[src/pwm16_pkg.sv]
/*
  Constants, types and field layouts for the 16-bit PWM timer block.
  Assumes one 100 MHz clock and a plain address/strobe register port.
*/
package pwm16_pkg;

  // ----------------------------------------------------------------
  // Register map (word addresses on the plain port)
  // ----------------------------------------------------------------
  localparam logic [3:0] addr_control = 4'h0;
  localparam logic [3:0] addr_compare_a = 4'h1;
  localparam logic [3:0] addr_compare_b = 4'h2;
  localparam logic [3:0] addr_compare_c = 4'h3;
  localparam logic [3:0] addr_capture = 4'h4;
  localparam logic [3:0] addr_counter = 4'h5;
  localparam logic [3:0] addr_flags = 4'h6;
  localparam logic [3:0] addr_port = 4'h7;

  // ----------------------------------------------------------------
  // Control and flags register fields
  // ----------------------------------------------------------------
  localparam int mode_lsb = 0;
  localparam int clk_sel_lsb = 4;
  localparam int action_a_lsb = 8;
  localparam int action_b_lsb = 10;
  localparam int action_c_lsb = 12;
  localparam int flag_ovf_bit = 0;
  localparam int flag_cap_bit = 1;
  localparam int flag_cmp_lsb = 2;

  // ----------------------------------------------------------------
  // Reset values and fixed tops
  // ----------------------------------------------------------------
  localparam logic [15:0] control_reset = 16'h0000;
  localparam logic [15:0] value_reset = 16'h0000;
  localparam logic [15:0] top_8bit = 16'h00ff;
  localparam logic [15:0] top_9bit = 16'h01ff;
  localparam logic [15:0] top_10bit = 16'h03ff;
  localparam logic [15:0] count_max = 16'hffff;
  localparam logic [15:0] bottom = 16'h0000;

  // Prescaler divisions in I/O clocks.
  localparam logic [9:0] div_8 = 10'h007;
  localparam logic [9:0] div_64 = 10'h03f;
  localparam logic [9:0] div_256 = 10'h0ff;
  localparam logic [9:0] div_1024 = 10'h3ff;

  // ----------------------------------------------------------------
  // Types
  // ----------------------------------------------------------------
  typedef enum logic [1:0] {
    act_off = 2'h0,
    act_toggle = 2'h1,
    act_noninv = 2'h2,
    act_inv = 2'h3
  } action_t;

  typedef enum logic [2:0] {
    clk_stop = 3'h0,
    clk_div1 = 3'h1,
    clk_div8 = 3'h2,
    clk_div64 = 3'h3,
    clk_div256 = 3'h4,
    clk_div1024 = 3'h5
  } clk_sel_t;

  typedef struct packed {
    logic [3:0] addr;
    logic [15:0] wdata;
    logic wr;
    logic rd;
  } reg_req_t;

  typedef struct packed {
    logic [3:0] waveform_mode_select;
    clk_sel_t clk_sel;
    action_t [2:0] output_action_select;
    logic [15:0] capture_value_register;
    logic [2:0][15:0] compare_buffer;
    logic [2:0][15:0] compare_active;
    logic [15:0] counter_value;
    logic count_down;
    logic [9:0] prescale;
    logic overflow_flag;
    logic capture_flag;
    logic [2:0] compare_flag;
    logic [2:0] compare_output_state;
    logic [2:0] pin_direction_bit;
    logic [2:0] port_data;
    logic [2:0] pins;
    logic [15:0] rdata;
  } state_t;

endpackage : pwm16_pkg

[src/pwm16_timer.sv]
/*
  Fast and phase correct PWM engine of a 16-bit timer with three
  compare channels. Assumes a register master on the same clock that
  never asserts read and write strobes together.
*/
// Strobed register access and the register addresses are this design's own decisions.
`timescale 1ns/1ps
module pwm16_timer
  import pwm16_pkg::*;
(
  input wire logic clk_in,
  input wire logic nrst_in,
  input wire logic [3:0] addr_in,
  input wire logic [15:0] wdata_in,
  input wire logic wr_in,
  input wire logic rd_in,
  output logic [15:0] rdata_out,
  output logic [2:0] pin_out
);

  // ------------------------------------------------------------------
  // Helpers
  // ------------------------------------------------------------------
  // Fixed resolution mask for modes 1-3 and 5-7, all ones otherwise.
  function automatic logic [15:0] fixed_mask(input logic [3:0] mode);
    unique case (mode)
      4'h1, 4'h5: fixed_mask = top_8bit;
      4'h2, 4'h6: fixed_mask = top_9bit;
      4'h3, 4'h7: fixed_mask = top_10bit;
      default: fixed_mask = count_max;
    endcase
  endfunction : fixed_mask

  function automatic logic is_fast(input logic [3:0] mode);
    is_fast = (mode inside {4'h5, 4'h6, 4'h7, 4'he, 4'hf});
  endfunction : is_fast

  function automatic logic is_phase(input logic [3:0] mode);
    is_phase = (mode inside {4'h1, 4'h2, 4'h3, 4'ha, 4'hb});
  endfunction : is_phase

  state_t s;
  state_t next_s;
  reg_req_t req;
  logic [15:0] top;
  logic tick;
  logic at_top;
  logic fast;
  logic phase;
  logic [9:0] div_limit;

  assign req = '{addr: addr_in, wdata: wdata_in, wr: wr_in, rd: rd_in};
  assign fast = is_fast(s.waveform_mode_select);
  assign phase = is_phase(s.waveform_mode_select);

  // ------------------------------------------------------------------
  // TOP selection and prescaler
  // ------------------------------------------------------------------
  always_comb begin
    unique case (s.waveform_mode_select)
      4'he, 4'ha: top = s.capture_value_register;
      4'hf, 4'hb: top = s.compare_active[0];
      default: top = fixed_mask(s.waveform_mode_select);
    endcase
    unique case (s.clk_sel)
      clk_div8: div_limit = div_8;
      clk_div64: div_limit = div_64;
      clk_div256: div_limit = div_256;
      clk_div1024: div_limit = div_1024;
      default: div_limit = 10'h000;
    endcase
  end

  // Timer clock enable from the prescaler.
  assign tick = (s.clk_sel != clk_stop) && (s.prescale == div_limit);
  assign at_top = (s.counter_value == top);

  // ------------------------------------------------------------------
  // Next state
  // ------------------------------------------------------------------
  always_comb begin
    next_s = s;
    next_s.rdata = 16'h0000;
    next_s.prescale = (s.clk_sel == clk_stop || tick) ? 10'h000
                      : s.prescale + 10'h001;

    // Write-one-to-clear comes first, so a hardware set below wins.
    if (req.wr && req.addr == addr_flags) begin
      if (req.wdata[flag_ovf_bit]) begin
        next_s.overflow_flag = 1'b0;
      end
      if (req.wdata[flag_cap_bit]) begin
        next_s.capture_flag = 1'b0;
      end
      for (int i = 0; i < 3; i++) begin
        if (req.wdata[flag_cmp_lsb + i]) begin
          next_s.compare_flag[i] = 1'b0;
        end
      end
    end

    if (tick) begin
      for (int i = 0; i < 3; i++) begin
        if (s.counter_value == s.compare_active[i]) begin
          next_s.compare_flag[i] = 1'b1;
          unique case (s.output_action_select[i])
            act_noninv: begin
              if (fast) begin
                next_s.compare_output_state[i] = 1'b0;
              end else if (phase) begin
                next_s.compare_output_state[i] = s.count_down;
              end
            end
            act_inv: begin
              if (fast) begin
                next_s.compare_output_state[i] = 1'b1;
              end else if (phase) begin
                next_s.compare_output_state[i] = !s.count_down;
              end
            end
            act_toggle: begin
              if (fast && i == 0) begin
                next_s.compare_output_state[i] =
                  !s.compare_output_state[i];
              end
            end
            default: ;
          endcase
        end
      end
      if (fast) begin
        if (at_top) begin
          next_s.counter_value = bottom;
          next_s.overflow_flag = 1'b1;
          next_s.compare_active = s.compare_buffer;
          if (s.waveform_mode_select == 4'he) begin
            next_s.capture_flag = 1'b1;
          end
          if (s.waveform_mode_select == 4'hf) begin
            next_s.compare_flag[0] = 1'b1;
          end
          for (int i = 0; i < 3; i++) begin
            // Wrap to BOTTOM restores the level a non-inverting or inverting match changed.
            if (s.output_action_select[i] == act_noninv) begin
              next_s.compare_output_state[i] = 1'b1;
            end
            if (s.output_action_select[i] == act_inv) begin
              next_s.compare_output_state[i] = 1'b0;
            end
          end
        end else begin
          next_s.counter_value = s.counter_value + 16'h0001;
        end
      end else if (phase) begin
        if (!s.count_down) begin
          if (at_top) begin
            next_s.count_down = 1'b1;
            next_s.counter_value = s.counter_value - 16'h0001;
            next_s.compare_active = s.compare_buffer;
            if (s.waveform_mode_select == 4'ha) begin
              next_s.capture_flag = 1'b1;
            end
            if (s.waveform_mode_select == 4'hb) begin
              next_s.compare_flag[0] = 1'b1;
            end
          end else begin
            next_s.counter_value = s.counter_value + 16'h0001;
          end
        end else if (s.counter_value == bottom) begin
          next_s.count_down = 1'b0;
          next_s.counter_value = 16'h0001;
          next_s.overflow_flag = 1'b1;
        end else begin
          next_s.counter_value = s.counter_value - 16'h0001;
        end
      end else begin
        // Modes outside the PWM families just count up freely.
        next_s.counter_value = s.counter_value + 16'h0001;
      end
    end

    // Register writes other than the flag clears handled above.
    if (req.wr) begin
      unique case (req.addr)
        addr_control: begin
          next_s.waveform_mode_select = req.wdata[mode_lsb +: 4];
          next_s.clk_sel = clk_sel_t'(req.wdata[clk_sel_lsb +: 3]);
          next_s.output_action_select[0] =
            action_t'(req.wdata[action_a_lsb +: 2]);
          next_s.output_action_select[1] =
            action_t'(req.wdata[action_b_lsb +: 2]);
          next_s.output_action_select[2] =
            action_t'(req.wdata[action_c_lsb +: 2]);
        end
        addr_compare_a, addr_compare_b, addr_compare_c: begin
          for (int i = 0; i < 3; i++) begin
            if (req.addr == addr_compare_a + 4'(i)) begin
              next_s.compare_buffer[i] = req.wdata
                & fixed_mask(s.waveform_mode_select);
              // Outside PWM the compare value is not buffered.
              if (!fast && !phase) begin
                next_s.compare_active[i] = req.wdata;
              end
            end
          end
        end
        addr_capture: next_s.capture_value_register = req.wdata;
        addr_counter: next_s.counter_value = req.wdata;
        addr_flags: ;
        addr_port: begin
          next_s.pin_direction_bit = req.wdata[2:0];
          next_s.port_data = req.wdata[6:4];
        end
        default: ;
      endcase
    end

    if (req.rd) begin
      unique case (req.addr)
        addr_control: next_s.rdata = {2'h0, s.output_action_select,
                                      1'b0, s.clk_sel,
                                      s.waveform_mode_select};
        addr_compare_a: next_s.rdata = s.compare_buffer[0];
        addr_compare_b: next_s.rdata = s.compare_buffer[1];
        addr_compare_c: next_s.rdata = s.compare_buffer[2];
        addr_capture: next_s.rdata = s.capture_value_register;
        addr_counter: next_s.rdata = s.counter_value;
        addr_flags: next_s.rdata = {8'h00, s.compare_output_state,
                                    s.compare_flag, s.capture_flag,
                                    s.overflow_flag};
        addr_port: next_s.rdata = {9'h000, s.port_data, 1'b0,
                                   s.pin_direction_bit};
        default: next_s.rdata = 16'h0000;
      endcase
    end

    // Pin drive: waveform overrides the port only when enabled.
    for (int i = 0; i < 3; i++) begin
      if (!s.pin_direction_bit[i]) begin
        next_s.pins[i] = 1'b0;
      end else if (s.output_action_select[i] == act_off) begin
        next_s.pins[i] = s.port_data[i];
      end else begin
        next_s.pins[i] = s.compare_output_state[i];
      end
    end
  end

  // ------------------------------------------------------------------
  // State register
  // ------------------------------------------------------------------
  always_ff @(posedge clk_in or negedge nrst_in) begin
    if (!nrst_in) begin
      s <= '0;
      s.clk_sel <= clk_stop;
      s.capture_value_register <= value_reset;
    end else begin
      s <= next_s;
    end
  end

  assign rdata_out = s.rdata;
  assign pin_out = s.pins;

endmodule : pwm16_timer

[config.mk]
export PLATFORM = sky130hd
export DESIGN_NAME = pwm16_timer
export DESIGN_NICKNAME = d
export VERILOG_FILES = /design/src/pwm16_pkg.sv /design/src/pwm16_timer.sv
export SDC_FILE = /design/constraint.sdc
export NUM_CORES = 1
export LEC_CHECK = 0
export BUFFER_PORTS_ARGS = -buffer_cell sky130_fd_sc_hd__buf_4
export CORE_MARGIN = 2
export CORE_UTILIZATION = 65
export CTS_CLUSTER_SIZE = 14
export DETAILED_ROUTE_END_ITERATION = 12
export PLACE_DENSITY = 0.95
export SLEW_MARGIN = 0
export SYNTH_ARGS = -nofsm -noshare
export SYNTH_HDL_FRONTEND = slang
export SYNTH_SLANG_ARGS = --single-unit
[constraint.sdc]
create_clock -name clk_in -period 5 [get_ports clk_in]
set_input_delay 0.25 -clock clk_in [delete_from_list [all_inputs] [get_ports clk_in]]
set_output_delay 0.25 -clock clk_in [all_outputs]
set_load 0.005 [all_outputs]
==> reports/summary.md <==
The part of the cycle the worst path needs is 0.8277. In the routed design, unresolved DRC markers number 0. In the routed layout, each cell is associated on average with a via count of 7.362. For the reported leakage power, the log shows 4.642 nW. The die extent in x is 133.0 um.

In this run, CTS created clock tree buffers numbering 17. Summing all placed instances gives a cell area of 11010 um^2. Power spread over the standard cell area amounts to 462.3 nW/um^2. STA classifies the critical path startpoint as a register. STA puts the critical path data arrival time at 4.46 ns. Setup violations remaining at the end of the flow were counted as 0. Starting utilization of the core area: 0.6588. The kind of path behind the tightest hold check is input port to register. The remaining antenna violation count after routing is 0, and the share of async-settable or async-resettable flops after synthesis is 1.000.

The reported net switching power was 2.130 mW; the number of antenna violations at the first check in global routing was 1. Cell family with the largest share of critical-path delay: compound AO/OA/AOI/OAI gates. Registers take 4629 um^2. The run gives 47 as the count of standard-cell rows. Setup repair after global routing left no endpoint under its margin. When the netlist entered floorplanning its net count stood at 1173. In the final routed layout, each cell accounts on average for 25.62 um. The synthesized design spends more area on one cell type than any other, namely sky130_fd_sc_hd__dfrtp_1. The sequential share of power came out at 0.444. Clock tree synthesis found a total of 185 sinks. For the number of top-level design ports, the log shows 43. sky130_fd_sc_hd__dfrtp_1 is the most common cell in the netlist. Once the clock tree was built, the setup fixing pass inserted 0 buffers.

Based on the critical path, the design can be clocked at up to 241.6 MHz. The number of hold violations in the final report was 0. The final count of pins violating max slew was 0; the synthesis-to-finish area growth was 7.663%.

A synthesized cell averages 9.449 um^2. The number of iterations in the first detailed-routing pass was 12; the total number of vias was 9865. The total overflow left after global routing is 0.

The worst setup path is captured at a register. Summed over all nets, the half-perimeter wirelength after detailed placement is 21720 um. Clock-pin slew was measured on the worst setup and hold paths at 0.08 ns. In this run the worst path has a maximum fanout of 31.

For the pin with the worst max-slew slack, the measured transition is 1.415 ns. In this design, the critical path's most frequently occurring cell is sky130_fd_sc_hd__or4_4. Port buffering added 42 buffers. Sequential element share of the synthesized area: 0.4283. The clock passes through at most 2 buffers.

Commonest register cell after synthesis: sky130_fd_sc_hd__dfrtp_1. The share of total power in the clock network was 0.266. In the post-synthesis netlist, the biggest area contributors are sky130_fd_sc_hd__dfrtp_1, sky130_fd_sc_hd__mux2_2, sky130_fd_sc_hd__mux2i_1. The number of global-route vias before repair came out at 9618. The top-area cell type share of the netlist area is 0.4283, and the gate count after technology mapping is 1144. Entering global routing, the biggest net connects 88 pins.

The all-layer global routing usage is 0.3975. The number of flops mapped to enable cells by yosys was 0. TritonCTS built the clock tree. The floorplan step defined a die boundary enclosing 17680 um^2.

After the last flow step, the layout net total stands at 1136. The detailed router finished its first iteration with 1898 violations. The share of post-route cells with drive strength above 1 was 0.1580.

The global-route wire length before repair came out at 53940 um. Critical path required time: 5.32 ns. The tree is rooted in a sky130_fd_sc_hd__clkbuf_16. The critical path in this run is classified as register to register. The repair_antennas step left the layout with diodes totalling 0. The multi-input combinational cells in the finished layout cover a total of 5620 um^2.

The floorplan step defined a core boundary enclosing 16410 um^2. The worst-case IR drop observed on VDD is 0.3360 mV. After layout, the minimum clock period comes to 4.138 ns. The switching portion of total power was 0.3960. The commonest cells after synthesis are sky130_fd_sc_hd__dfrtp_1, sky130_fd_sc_hd__nand2_1, sky130_fd_sc_hd__o21ai_0. The worst hold-check slack came out at 0.07756 ns.

Walking the worst path, the cells encountered are mux2i_1, a21oi_1, or4_4, or4_4, o41ai_4, o221ai_1, a221oi_2, nor2_1. Yosys printed 0 warnings. The distinct cell type count after synthesis is 74, and the die span in y is 133.0 um. The largest single stage delay on the critical path is 1.08 ns. Between clock sinks in the finished design, the worst skew comes to 0.02349 ns. Cell internal power was estimated by the tool at 3.249 mW. The critical path contains buffers and inverters numbering 0 combined.

For the logic gate share of total power, the log shows 0.291. For this design, the slowest cell found on the critical path is sky130_fd_sc_hd__dfrtp_1. For the placer congestion estimate, the log shows 1.002.

The flow ran to the end, and the final reports show no timing, DRC or antenna violations. After synthesis the netlist holds a flip-flop and latch count of 185. The layout has 1015 filler cells. Post-cts gate resize count: 0.

The H-tree was split into 4 levels. After routing the design area is 11640 um^2. The tools report the worst slew margin relative to its limit as 0.05651. Max-cap violations in this run came to 0. The later-pin clock latency in the skew report came out at 0.46 ns.

After synthesis the cells add up to 10810 um^2. The wire length reported by the detailed router is 34330 um. The accumulated negative setup slack was 0 ns.
## worst paths after layout
| path | end | slack (ns) | from | depth (start not counted) |
|---|---|---|---|---|
| worst max-delay path | s[53]$_DFF_PN0_ | 0.86 | s[181]$_DFFE_PN0P_ | 8 |
| worst min-delay path | s[74]$_DFF_PN0_ | 0.08 | wdata_in[14] | 3 |
| worst max register to register | s[53]$_DFF_PN0_ | 0.86 | s[181]$_DFFE_PN0P_ | 8 |
| worst min register to register | s[28]$_DFF_PN0_ | 0.50 | s[28]$_DFF_PN0_ | 2 |
| max in group asynchronous | s[90]$_DFF_PN0_ | 3.44 | nrst_in | 3 |
| min in group asynchronous | s[49]$_DFF_PN0_ | 0.40 | nrst_in | 2 |
## power by group through the flow
stage	sequential [mW]	clock (mW)	combinational [mW]
detailed placement	2.35	0	1.47
global route	2.40	1.48	1.68
floorplan	2.06	0	1.25
finish	2.39	1.43	1.56
CTS	2.33	1.42	1.51
global placement	2.32	0	1.39
## repair_timing
item,4_1_cts,5_1_grt
endpoints found under the setup margin,0,0
hold endpoints to repair,85,0
hold buffers,1,0
## layout by cell type (no fill, tap or decap), types with 6 or more instances in the layout
| cell | count |
|---|---|
| sky130_fd_sc_hd__dfrtp_1 | 185 |
| sky130_fd_sc_hd__nand2_1 | 142 |
| sky130_fd_sc_hd__o21ai_0 | 87 |
| sky130_fd_sc_hd__nor2_1 | 63 |
| sky130_fd_sc_hd__mux2i_1 | 61 |
| sky130_fd_sc_hd__mux2_2 | 61 |
| sky130_fd_sc_hd__buf_4 | 56 |
| sky130_fd_sc_hd__xnor2_1 | 45 |
| sky130_fd_sc_hd__a21oi_1 | 34 |
| sky130_fd_sc_hd__xor2_1 | 32 |
| sky130_fd_sc_hd__a22oi_1 | 30 |
| sky130_fd_sc_hd__nand3_1 | 23 |
| sky130_fd_sc_hd__o21ai_1 | 21 |
| sky130_fd_sc_hd__a31oi_1 | 21 |
| sky130_fd_sc_hd__clkbuf_16 | 17 |
| sky130_fd_sc_hd__nor4_1 | 16 |
| sky130_fd_sc_hd__nand4_1 | 15 |
| sky130_fd_sc_hd__a21boi_0 | 14 |
| sky130_fd_sc_hd__and3_1 | 14 |
| sky130_fd_sc_hd__nor2b_1 | 11 |
| sky130_fd_sc_hd__o22ai_1 | 11 |
| sky130_fd_sc_hd__nor3_1 | 10 |
| sky130_fd_sc_hd__nand2b_1 | 10 |
| sky130_fd_sc_hd__inv_1 | 9 |
| sky130_fd_sc_hd__or3_1 | 7 |
| sky130_fd_sc_hd__a222oi_1 | 7 |
| sky130_fd_sc_hd__o31ai_1 | 6 |
| sky130_fd_sc_hd__a22o_1 | 6 |
## metal layers
metal	GRT usage	share of wire
met4	0.2539	0.082
met3	0.1314	0.14
met5	0	0.00044
met1	0.4882	0.34
met2	0.6051	0.44
## worst register-to-register path: stages (launching register included)
cell and delay [ns]:
sky130_fd_sc_hd__dfrtp_1 1.08, sky130_fd_sc_hd__mux2i_1 0.33, sky130_fd_sc_hd__a21oi_1 0.10, sky130_fd_sc_hd__or4_4 0.57
sky130_fd_sc_hd__or4_4 0.52, sky130_fd_sc_hd__o41ai_4 0.77, sky130_fd_sc_hd__o221ai_1 0.28, sky130_fd_sc_hd__a221oi_2 0.29
sky130_fd_sc_hd__nor2_1 0.07
## registers in the layout (all words and copies together), names as in the netlist
register   cells
s            166
pin_out        3
rdata_out     16
## through the flow
step	cells	util	setup slack [ns]	total power, mW
3_5_place_dp	1306	0.6712	0.9726	3.824
2_1_floorplan	1144	-	2.077	3.305
6_report	1340	0.7093	0.8616	5.380
5_1_grt	1340	0.7093	0.6032	5.554
3_3_place_gp	1306	0.6712	1.183	3.713
4_1_cts	1339	0.7088	0.9596	5.261
## cell families after synthesis
group | count (synthesis) | synth area share
AO/OA/AOI/OAI | 281 | 0.1697
XOR/XNOR | 77 | 0.06239
adder cells (fa/ha/maj) | 5 | 0.005788
buffers and inverters | 125 | 0.05487
flip-flops | 185 | 0.4283
multiplexers | 124 | 0.1234
AND/OR/NAND/NOR | 347 | 0.1556
## final cells by class
class / count / share of cell area
inverters: 9 / 0.002903
clock buffers: 18 / 0.03688
well taps: 220 / 0.02365
multi-input cells: 834 / 0.4830
clock inverters: 14 / 0.01527
flip-flops and latches: 185 / 0.3978
repair buffers: 60 / 0.04053
No activity file was read; power rests on OpenSTA's default activity.
